### src/verilog/ptx_pkg.sv
package ptx_pkg;

    // Byte offsets of the registers on the Avalon-MM slave.
    localparam int          ADDR_W          = 12;
    localparam logic [11:0] OFF_XCVR_STATUS = 12'h280;
    localparam logic [11:0] OFF_CFG_COMMAND = 12'h2A0;
    localparam logic [11:0] OFF_CFG_RDATA   = 12'h2A4;
    localparam logic [11:0] OFF_CFG_LOCK    = 12'h2A8;
    localparam logic [11:0] OFF_IRQ_STATUS  = 12'h2AC;
    localparam logic [11:0] OFF_IRQ_MASK    = 12'h2B0;
    localparam logic [11:0] OFF_FRAMING     = 12'h4FC;
    localparam logic [11:0] OFF_S2_HTOTAL   = 12'h500;
    localparam logic [11:0] OFF_S2_VTOTAL   = 12'h504;

    // Field positions inside the status registers.
    localparam int RST_DONE01_LO  = 0;
    localparam int RST_DONE23_LO  = 2;
    localparam int PLL01_BIT      = 4;
    localparam int PLL23_BIT      = 5;
    localparam int FABRIC_PLL_BIT = 6;
    localparam int LANE_FIELD_LO  = 16;
    localparam int LANE_STRIDE    = 4;
    localparam int FRAME_STRIDE   = 8;
    localparam int LOCK_BIT       = 0;
    localparam int FRAMING_DATA_W = 32;

    // Interrupt event positions.
    localparam int IRQ_W           = 2;
    localparam int IRQ_DONE_BIT    = 0;
    localparam int IRQ_FRAMING_BIT = 1;

    // Values after reset.
    localparam logic [31:0]    CMD_RESET    = 32'h0000_0000;
    localparam logic [15:0]    TOTAL_RESET  = 16'h0000;
    localparam logic [15:0]    RDATA_RESET  = 16'h0000;
    localparam logic [IRQ_W-1:0] MASK_RESET = 2'h0;

    // Command word as software writes it.
    typedef struct packed {
        logic [15:0] wdata;
        logic        write;
        logic [6:0]  unused;
        logic [7:0]  addr;
    } ptx_cmd_t;

    // One lane nibble of the transceiver status word.
    typedef struct packed {
        logic [1:0] error;
        logic [1:0] buffer;
    } ptx_lane_stat_t;

    // Answer of the configuration port engine.
    typedef struct packed {
        logic        done;
        logic [15:0] rdata;
    } ptx_cfg_resp_t;

endpackage

### src/verilog/ptx_sync.sv
`timescale 1ns/100ps
`default_nettype none

module ptx_sync #(
    parameter int W = 1
) (
    input  wire logic         clock_i,   // Block clock.
    input  wire logic         arst_n_i,  // Asynchronous reset, active low.
    input  wire logic [W-1:0] async_i,   // Levels from foreign domains.
    output logic      [W-1:0] sync_o     // Levels safe to use.
);

    logic [W-1:0] stage1;

    // Two flip-flops; only the second stage reads the first.
    always_ff @(posedge clock_i or negedge arst_n_i) begin
        if (!arst_n_i) begin
            stage1 <= '0;
            sync_o <= '0;
        end else begin
            stage1 <= async_i;
            sync_o <= stage1;
        end
    end

endmodule

`default_nettype wire

### src/verilog/ptx_cfg_port.sv
`timescale 1ns/100ps
`default_nettype none

module ptx_cfg_port #(
    parameter int NUM_CH = 4
) (
    input  wire logic              clock_i,   // Block clock.
    input  wire logic              arst_n_i,  // Reset, active low.
    input  wire logic              start_i,   // Launch one command.
    input  wire ptx_pkg::ptx_cmd_t cmd_i,     // Command fields.
    input  wire logic              hold_i,    // Core owns the port.
    output logic                   busy_o,    // Command in flight.
    output ptx_pkg::ptx_cfg_resp_t resp_o,    // Done pulse and data.
    output logic [NUM_CH-1:0]      en_o,      // Port enable per channel.
    output logic                   we_o,      // Port write enable.
    output logic [7:0]             addr_o,    // Port address.
    output logic [15:0]            wdata_o,   // Port write data.
    input  wire logic [NUM_CH-1:0] rdy_i,     // Port ready per channel.
    input  wire logic [15:0]       rdata_i    // Channel 0 read data.
);

    typedef enum logic [2:0] {
        ST_IDLE = 3'b001,
        ST_PEND = 3'b010,
        ST_WAIT = 3'b100
    } ptx_cfg_st_t;

    ptx_cfg_st_t       state;
    logic [NUM_CH-1:0] seen;
    wire  [NUM_CH-1:0] next_seen = seen | rdy_i;
    wire               issue     = (state == ST_PEND) && !hold_i;
    wire               all_seen  = &next_seen;

    assign busy_o = (state != ST_IDLE);

    // The command waits while the core's own machine holds the port.
    always_ff @(posedge clock_i or negedge arst_n_i) begin
        if (!arst_n_i) begin
            state   <= ST_IDLE;
            seen    <= '0;
            en_o    <= '0;
            we_o    <= 1'b0;
            addr_o  <= 8'h00;
            wdata_o <= 16'h0000;
            resp_o  <= '0;
        end else begin
            en_o        <= '0;
            resp_o.done <= 1'b0;
            unique case (state)
                ST_IDLE: if (start_i) begin
                    state   <= ST_PEND;
                    we_o    <= cmd_i.write;
                    addr_o  <= cmd_i.addr;
                    wdata_o <= cmd_i.write ? cmd_i.wdata : 16'h0000;
                end
                ST_PEND: if (issue) begin
                    en_o  <= '1;
                    seen  <= '0;
                    state <= ST_WAIT;
                end
                ST_WAIT: begin
                    seen <= next_seen;
                    if (rdy_i[0] && !we_o) begin
                        resp_o.rdata <= rdata_i;
                    end
                    if (all_seen) begin
                        resp_o.done <= 1'b1;
                        state       <= ST_IDLE;
                    end
                end
            endcase
        end
    end

endmodule

`default_nettype wire

### src/verilog/ptx_regs.sv
// Behaviour
// - Reset done pairs in status bits 3:0.
// - PLL locks in status bits 4, 5, 6.
// - Per lane buffer and error nibbles from 16.
// - Command holds address, direction, write payload.
// - One command drives every channel alike.
// - Read commands ignore the payload field.
// - Read data captured when port ready.
// - Lock bit shows core using the port.
// - Framing status valid only at 32 bits.
// - Two-bit framing code per stream, stride 8.
// - Stream two line length in clocks.
// - Stream two lines per frame.
//
// Design decision made here: the Avalon-MM slave port.
`timescale 1ns/100ps
`default_nettype none

module ptx_regs #(
    parameter int NUM_LANES   = 4,
    parameter int NUM_STREAMS = 4,
    parameter int XCVR_DATA_W = 32
) (
    input  wire logic        clock_i,               // 20 MHz clock.
    input  wire logic        arst_n_i,              // Reset, active low.
    input  wire logic [11:0] avs_address_i,         // Byte address.
    input  wire logic        avs_read_i,            // Read request.
    input  wire logic        avs_write_i,           // Write request.
    input  wire logic [31:0] avs_writedata_i,       // Write data.
    input  wire logic [3:0]  avs_byteenable_i,      // Byte lanes.
    output logic      [31:0] avs_readdata_o,        // Read data.
    output logic             avs_waitrequest_o,     // Stall request.
    output logic             irq_o,                 // Level interrupt.
    input  wire logic [3:0]  xcvr_reset_done_i,     // Lane reset done.
    input  wire logic [1:0]  xcvr_pll_lock_i,       // Lane pair PLLs.
    input  wire logic        fabric_pll_lock_i,     // Fabric clock PLL.
    input  wire logic [2*NUM_LANES-1:0] lane_buf_i, // Buffer status.
    input  wire logic [2*NUM_LANES-1:0] lane_err_i, // Transmit error.
    input  wire logic [2*NUM_STREAMS-1:0] framing_err_i, // Frame codes.
    input  wire logic        core_port_busy_i,      // Core owns port.
    output logic [NUM_LANES-1:0] cfg_en_o,          // Port enables.
    output logic             cfg_we_o,              // Port write.
    output logic      [7:0]  cfg_addr_o,            // Port address.
    output logic      [15:0] cfg_wdata_o,           // Port write data.
    input  wire logic [NUM_LANES-1:0] cfg_rdy_i,    // Port ready.
    input  wire logic [15:0] cfg_rdata_i,           // Port read data.
    output logic      [15:0] s2_htotal_o,           // Line length.
    output logic      [15:0] s2_vtotal_o            // Lines per frame.
);

    localparam int SYNC_W = 7 + 4 * NUM_LANES + 2 * NUM_STREAMS;

    // Merges the enabled byte lanes of a write into an old word.
    function automatic logic [31:0] be_merge(
        input logic [31:0] old_v,
        input logic [31:0] new_v,
        input logic [3:0]  be
    );
        logic [31:0] res;
        res = old_v;
        for (int b = 0; b < 4; b++) begin
            if (be[b]) begin
                res[8*b +: 8] = new_v[8*b +: 8];
            end
        end
        return res;
    endfunction

    // Status pins come from transceiver clocks, so they are synchronised.
    logic [SYNC_W-1:0] raw_status;
    logic [SYNC_W-1:0] sync_status;

    assign raw_status = {framing_err_i, lane_err_i, lane_buf_i,
                         fabric_pll_lock_i, xcvr_pll_lock_i,
                         xcvr_reset_done_i};

    ptx_sync #(
        .W (SYNC_W)
    ) u_sync (
        .clock_i  (clock_i),
        .arst_n_i (arst_n_i),
        .async_i  (raw_status),
        .sync_o   (sync_status)
    );

    // Named slices of the synchronised status.
    wire [3:0]               s_reset_done = sync_status[3:0];
    wire [1:0]               s_pll_lock   = sync_status[5:4];
    wire                     s_fabric     = sync_status[6];
    wire [2*NUM_LANES-1:0]   s_lane_buf   = sync_status[7 +: 2*NUM_LANES];
    wire [2*NUM_LANES-1:0]   s_lane_err   =
        sync_status[7 + 2*NUM_LANES +: 2*NUM_LANES];
    wire [2*NUM_STREAMS-1:0] s_framing    =
        sync_status[7 + 4*NUM_LANES +: 2*NUM_STREAMS];

    // The core's port owner flag is on this clock and needs no crossing.
    wire lock_flag = core_port_busy_i;

    // Transceiver status word; bits 15:7 stay at zero.
    logic [31:0] xcvr_status_word;
    logic [31:0] framing_word;

    always_comb begin
        xcvr_status_word = 32'h0000_0000;
        xcvr_status_word[ptx_pkg::RST_DONE01_LO +: 2] =
            s_reset_done[1:0];
        xcvr_status_word[ptx_pkg::RST_DONE23_LO +: 2] =
            s_reset_done[3:2];
        xcvr_status_word[ptx_pkg::PLL01_BIT]      = s_pll_lock[0];
        xcvr_status_word[ptx_pkg::PLL23_BIT]      = s_pll_lock[1];
        xcvr_status_word[ptx_pkg::FABRIC_PLL_BIT] = s_fabric;
        for (int l = 0; l < NUM_LANES; l++) begin
            xcvr_status_word[ptx_pkg::LANE_FIELD_LO +
                             ptx_pkg::LANE_STRIDE * l +: 4] =
                ptx_pkg::ptx_lane_stat_t'({s_lane_err[2*l +: 2],
                                           s_lane_buf[2*l +: 2]});
        end
    end

    // Framing codes only mean something on a 32-bit transceiver path.
    always_comb begin
        framing_word = 32'h0000_0000;
        if (XCVR_DATA_W == ptx_pkg::FRAMING_DATA_W) begin
            for (int s = 0; s < NUM_STREAMS; s++) begin
                framing_word[ptx_pkg::FRAME_STRIDE * s +: 2] =
                    s_framing[2*s +: 2];
            end
        end
    end

    // Software visible registers.
    ptx_pkg::ptx_cmd_t      cmd;
    logic [15:0]            htotal;
    logic [15:0]            vtotal;
    logic [ptx_pkg::IRQ_W-1:0] irq_status;
    logic [ptx_pkg::IRQ_W-1:0] irq_mask;
    logic                   ack;
    logic                   launch;
    logic                   eng_busy;
    ptx_pkg::ptx_cfg_resp_t resp;

    // Address decode of the current request.
    wire req       = avs_read_i | avs_write_i;
    wire hit_stat  = (avs_address_i == ptx_pkg::OFF_XCVR_STATUS);
    wire hit_cmd   = (avs_address_i == ptx_pkg::OFF_CFG_COMMAND);
    wire hit_rdata = (avs_address_i == ptx_pkg::OFF_CFG_RDATA);
    wire hit_lock  = (avs_address_i == ptx_pkg::OFF_CFG_LOCK);
    wire hit_ists  = (avs_address_i == ptx_pkg::OFF_IRQ_STATUS);
    wire hit_imask = (avs_address_i == ptx_pkg::OFF_IRQ_MASK);
    wire hit_frame = (avs_address_i == ptx_pkg::OFF_FRAMING);
    wire hit_htot  = (avs_address_i == ptx_pkg::OFF_S2_HTOTAL);
    wire hit_vtot  = (avs_address_i == ptx_pkg::OFF_S2_VTOTAL);

    // A command write is held off while the previous one is in flight,
    // so each accepted write maps to exactly one port transaction.
    wire stall = avs_write_i & hit_cmd & (eng_busy | launch);
    wire wr_en = avs_write_i & ack;

    assign avs_waitrequest_o = req & ~ack;

    // Read selection; unmapped addresses answer zero.
    logic [31:0] rd_mux;

    always_comb begin
        rd_mux = 32'h0000_0000;
        if (hit_stat) begin
            rd_mux = xcvr_status_word;
        end else if (hit_cmd) begin
            rd_mux = cmd;
        end else if (hit_rdata) begin
            rd_mux = {16'h0000, resp.rdata};
        end else if (hit_lock) begin
            rd_mux[ptx_pkg::LOCK_BIT] = lock_flag;
        end else if (hit_ists) begin
            rd_mux[ptx_pkg::IRQ_W-1:0] = irq_status;
        end else if (hit_imask) begin
            rd_mux[ptx_pkg::IRQ_W-1:0] = irq_mask;
        end else if (hit_frame) begin
            rd_mux = framing_word;
        end else if (hit_htot) begin
            rd_mux = {16'h0000, htotal};
        end else if (hit_vtot) begin
            rd_mux = {16'h0000, vtotal};
        end
    end

    // One wait cycle per access, more while a command write is stalled; read data are registered with the ack.
    always_ff @(posedge clock_i or negedge arst_n_i) begin
        if (!arst_n_i) begin
            ack            <= 1'b0;
            avs_readdata_o <= 32'h0000_0000;
        end else begin
            ack <= req & ~ack & ~stall;
            if (avs_read_i & ~ack) begin
                avs_readdata_o <= rd_mux;
            end
        end
    end

    // Writable registers; read-only offsets ignore writes.
    wire [31:0] cmd_next = be_merge(cmd, avs_writedata_i, avs_byteenable_i);
    wire [31:0] ht_next  = be_merge({16'h0000, htotal}, avs_writedata_i,
                                    avs_byteenable_i);
    wire [31:0] vt_next  = be_merge({16'h0000, vtotal}, avs_writedata_i,
                                    avs_byteenable_i);

    always_ff @(posedge clock_i or negedge arst_n_i) begin
        if (!arst_n_i) begin
            cmd    <= ptx_pkg::CMD_RESET;
            htotal <= ptx_pkg::TOTAL_RESET;
            vtotal <= ptx_pkg::TOTAL_RESET;
            launch <= 1'b0;
        end else begin
            launch <= wr_en & hit_cmd;
            if (wr_en & hit_cmd) begin
                cmd <= cmd_next;
            end
            if (wr_en & hit_htot) begin
                htotal <= ht_next[15:0];
            end
            if (wr_en & hit_vtot) begin
                vtotal <= vt_next[15:0];
            end
        end
    end

    assign s2_htotal_o = htotal;
    assign s2_vtotal_o = vtotal;

    // Port engine; software is expected to wait for it before reading
    // the returned data, which a done interrupt also reports.
    ptx_cfg_port #(
        .NUM_CH (NUM_LANES)
    ) u_cfg_port (
        .clock_i  (clock_i),
        .arst_n_i (arst_n_i),
        .start_i  (launch),
        .cmd_i    (cmd),
        .hold_i   (lock_flag),
        .busy_o   (eng_busy),
        .resp_o   (resp),
        .en_o     (cfg_en_o),
        .we_o     (cfg_we_o),
        .addr_o   (cfg_addr_o),
        .wdata_o  (cfg_wdata_o),
        .rdy_i    (cfg_rdy_i),
        .rdata_i  (cfg_rdata_i)
    );

    // A framing code going from zero to nonzero on any stream is an event.
    logic [NUM_STREAMS-1:0] frame_seen;
    logic [NUM_STREAMS-1:0] frame_now;

    always_comb begin
        frame_now = '0;
        for (int s = 0; s < NUM_STREAMS; s++) begin
            frame_now[s] = |framing_word[ptx_pkg::FRAME_STRIDE * s +: 2];
        end
    end

    always_ff @(posedge clock_i or negedge arst_n_i) begin
        if (!arst_n_i) begin
            frame_seen <= '0;
        end else begin
            frame_seen <= frame_now;
        end
    end

    // Events and write-one-to-clear; a set in the same cycle wins.
    logic [ptx_pkg::IRQ_W-1:0] irq_event;
    logic [ptx_pkg::IRQ_W-1:0] irq_clear;

    always_comb begin
        irq_event = '0;
        irq_event[ptx_pkg::IRQ_DONE_BIT]    = resp.done;
        irq_event[ptx_pkg::IRQ_FRAMING_BIT] = |(frame_now & ~frame_seen);
        irq_clear = '0;
        if (wr_en & hit_ists & avs_byteenable_i[0]) begin
            irq_clear = avs_writedata_i[ptx_pkg::IRQ_W-1:0];
        end
    end

    always_ff @(posedge clock_i or negedge arst_n_i) begin
        if (!arst_n_i) begin
            irq_status <= '0;
            irq_mask   <= ptx_pkg::MASK_RESET;
        end else begin
            irq_status <= (irq_status & ~irq_clear) | irq_event;
            if (wr_en & hit_imask & avs_byteenable_i[0]) begin
                irq_mask <= avs_writedata_i[ptx_pkg::IRQ_W-1:0];
            end
        end
    end

    // Level interrupt while any unmasked event is pending.
    assign irq_o = |(irq_status & irq_mask);

endmodule

`default_nettype wire

### config.mk
export PLATFORM = sky130hd
export DESIGN_NAME = ptx_regs
export DESIGN_NICKNAME = d
export VERILOG_FILES = /design/src/verilog/ptx_pkg.sv /design/src/verilog/ptx_sync.sv /design/src/verilog/ptx_cfg_port.sv /design/src/verilog/ptx_regs.sv
export SDC_FILE = /design/constraint.sdc
export NUM_CORES = 1
export LEC_CHECK = 0
export ABC_AREA = 1
export BUFFER_PORTS_ARGS = -buffer_cell sky130_fd_sc_hd__buf_2
export CAP_MARGIN = 10
export CORE_ASPECT_RATIO = 0.8
export CORE_MARGIN = 1.5
export CORE_UTILIZATION = 55
export DETAILED_ROUTE_END_ITERATION = 10
export PLACE_DENSITY = 0.81
export RECOVER_POWER = 25
export SYNTH_ARGS = -nofsm -noshare
export SYNTH_HDL_FRONTEND = slang
export SYNTH_SLANG_ARGS = --single-unit
### constraint.sdc
create_clock -name clock_i -period 2.5 [get_ports clock_i]
set_input_delay 0.375 -clock clock_i [delete_from_list [all_inputs] [get_ports clock_i]]
set_output_delay 0.375 -clock clock_i [all_outputs]
set_load 0.01 [all_outputs]
==> run_results.csv <==
group,metric,value,unit
critical_path,slowest_stage,"dfrtp_1",
floorplan,die_x,143,um
clocking,clock-sinks,218,
sta,hold_viol,0,
clocking,cts_tree,"done",
synthesis,syn-num-nets,945,
critical_path,cp_max_fo,4,
global_route,grtUsageTotal,0.293,
floorplan,rows,40,
sta,skew,0.0221,ns
critical_path,cp_slowest_stage_delay,0.40,ns
placement,placed_cells,1233,
outcome,outcome,"finished, final reports clean",
clocking,cts-hold-fix-buffers,31,
critical_path,r2r_setup_slack,0.74,ns
synthesis,syn_inst,841,
critical_path,crit_end,"avs_waitrequest_o",
critical_path,cp.depth,3,
routing,num_vias,7071,
routing,drcViolationCount,0,
sta,fmax,565,MHz
floorplan,die_area,16500,um^2
clocking,post_cts_resized,0,
synthesis,synthFlopType,"dfrtp_1",
routing,wire_per_inst,17.9,um
routing,firstDrtPassIters,5,
global_route,grt_pass1_wl,36.8,mm
synthesis,post_synth.cell_area_avg,10.3,um^2
worst_hold_path,hold_class,"primary input to flop",
sta,setup_viol,0,
routing,drtIter0Drc,522,
sta,fin_ws,0.729,ns
power_and_ir_drop,p_per_area,722,nW/um^2
synthesis,synthesis.area,8650,um^2
cells_and_area,finalNetCount,1181,
placement,dp_hpwl,16.1,mm
synthesis,async_flop_share,1.00,
floorplan,start_util,0.569,
placement,routabilityCongestion,0.906,
power_and_ir_drop,peakVddDrop,0.000475,V
sta,fin_crit_sh,0.708,
synthesis,synth-seq-area-share,0.631,
global_route,grt_pass1_vias,6953,
floorplan,num_io_pins,199,
critical_path,arrival,1.40,ns
critical_path,startpoint,"ack",
cells_and_area,syn_to_final_growth,26.1,%
critical_path,worstReg2RegEnd,"u_cfg_port.wdata_o[9]",
clocking,cts_root_buffer,"clkbuf_16",
global_route,antenna_found_initial,2,
critical_path,rr_worst_depth,6,
clocking,cts_max_level,1,
sta,slew_headroom,0.157,
synthesis,synth_edf_count,0,
cells_and_area,nFillCells,1141,
placement,post-place-ws,0.343,ns
floorplan,coreArea,15200,um^2
routing,vias_per_cell,5.43,
clocking,cts_buffer_depth,3,
routing,ant_nets,0,
cells_and_area,seq_area,5460,um^2
critical_path,worstSetupStartpointType,"flop",
routing,wirelength,23.3,mm
global_route,grt-ovfl-total,0,
cells_and_area,fin_cells,1303,
synthesis,synth_seq_cells,218,
power_and_ir_drop,design_power_total,7870,uW
sta,rsz0062_at_grt,"no",
floorplan,die_h,115,um
power_and_ir_drop,leakage,0.00569,uW
sta,period_minus_slack,1.77,ns
critical_path,r2r_start,"u_cfg_port.state[0]",
clocking,postCtsSetupBuffers,0,
critical_path,endpoint_kind,"primary output",
synthesis,yosysWarnings,0,
critical_path,path_cells,"or2_2, inv_1, buf_2",
critical_path,crit_required,2.12,ns
cells_and_area,drive_above_1_share,0.291,
placement,port_buffers,198,
critical_path,crit_buf_inv,2,
global_route,grt_max_degree,91,
cells_and_area,multi_input_area,2700,um^2
job,drv_cap,0,
critical_path,critPathKind,"flop to primary output",
clocking,clk_latency,0.51,ns
sta,drv_slew,0,
sta,tns,0,ns
critical_path,path_delay_family,"flip-flops",
clocking,clk_pin_slew_worst_paths,0.06,ns
sta,worstMarginPinSlew,1.26,ns
clocking,numCtsBuffers,21,
synthesis,synth.distinct_cells,39,
## cell usage after synthesis, drive strengths merged (9+ instances only)
cell type | count | area share
dfrtp | 217 | 0.63
nand2 | 185 | 0.086
o21ai | 105 | 0.064
inv | 81 | 0.035
nand3 | 62 | 0.036
nor2 | 56 | 0.032
a21oi | 31 | 0.024
buf | 19 | 0.015
mux2 | 16 | 0.021
clkbuf | 14 | 0.0061
a32oi | 11 | 0.011
a221oi | 9 | 0.0091
## cell families (layout without fill, tap and decap cells)
family / Yosys count / after routing / share of synthesized area
and+or+nand+nor: 328 / 328 / 0.174
DFF: 218 / 218 / 0.631
AOI/OAI and AO/OA: 164 / 164 / 0.117
buffers and inverters: 115 / 366 / 0.0570
muxes: 16 / 16 / 0.0213
other: 0 / 1 / 0
## sequential cells by signal, summed over array words and instances (netlist names), 8 cells and up
register and flops:
u_sync.stage1 31, u_cfg_port.addr_o 8, cmd 32, u_cfg_port.wdata_o 16, avs_readdata_o 32, s2_vtotal_o 16, u_sync.sync_o 31, u_cfg_port.resp_o 17
s2_htotal_o 16
## metrics by stage
| stage | utilization | area, um^2 | hold slack [ns] |
|---|---|---|---|
| floorplan | - | 8650 | 0.0794 |
| global placement | 0.650 | 9880 | 0.332 |
| detailed placement | 0.650 | 9880 | 0.336 |
| CTS | 0.717 | 10900 | 0.0131 |
| global route | 0.717 | 10900 | 0.0254 |
| finish | 0.717 | 10900 | 0.0449 |
## layer usage
metal  vias to the layer above  global-route usage  share of wire
met1                      3440               0.415           0.43
met4                         2              0.0900          0.027
met5                         -                   0        0.00043
li1                       3256                   -              -
met3                        54              0.0658          0.082
met2                       319               0.458           0.46
## worst register-to-register path, delay by kind of cell, from the launching register on
family / cells / cell delay, ns
and+or+nand+nor: 3 / 0.61
DFF: 1 / 0.53
AOI/OAI and AO/OA: 1 / 0.29
buffers and inverters: 2 / 0.25
## placed cells by master (no fill, tap or decap), drive strengths merged, types with 9 or more instances in the layout
master       count
a21oi           31
a221oi           9
a32oi           11
buf            208
clkbuf          38
dfrtp          217
dlygate4sd3     31
inv             83
mux2            16
nand2          185
nand3           62
nor2            56
o21ai          105
## final cells by class
type	instances	area share
tap	210	0.0241
multi-input combinational	508	0.248
sequential	218	0.500
clock inverter	7	0.00895
inverter	82	0.0285
antenna	1	0.000229
clock buffer	31	0.0571
timing repair buffer	246	0.133
## power by group
group	leakage, uW	total, uW	switching, uW	internal, uW
logic	0.00260	660	364	296
registers	0.00275	3900	129	3770
clock network	0.000348	3310	1370	1950
total	0.00569	7870	1860	6010
## worst min path at each step
stage / depth (start not counted) / start / end
floorplan: 0 / arst_n_i / ack
global placement: 0 / u_sync.stage1[14] / u_sync.sync_o[14]
detailed placement: 0 / u_sync.stage1[15] / u_sync.sync_o[15]
CTS: 1 / xcvr_reset_done_i[1] / u_sync.stage1[1]
global route: 1 / xcvr_reset_done_i[1] / u_sync.stage1[1]
finish: 1 / xcvr_reset_done_i[1] / u_sync.stage1[1]
No activity file was read; power rests on OpenSTA's default activity.
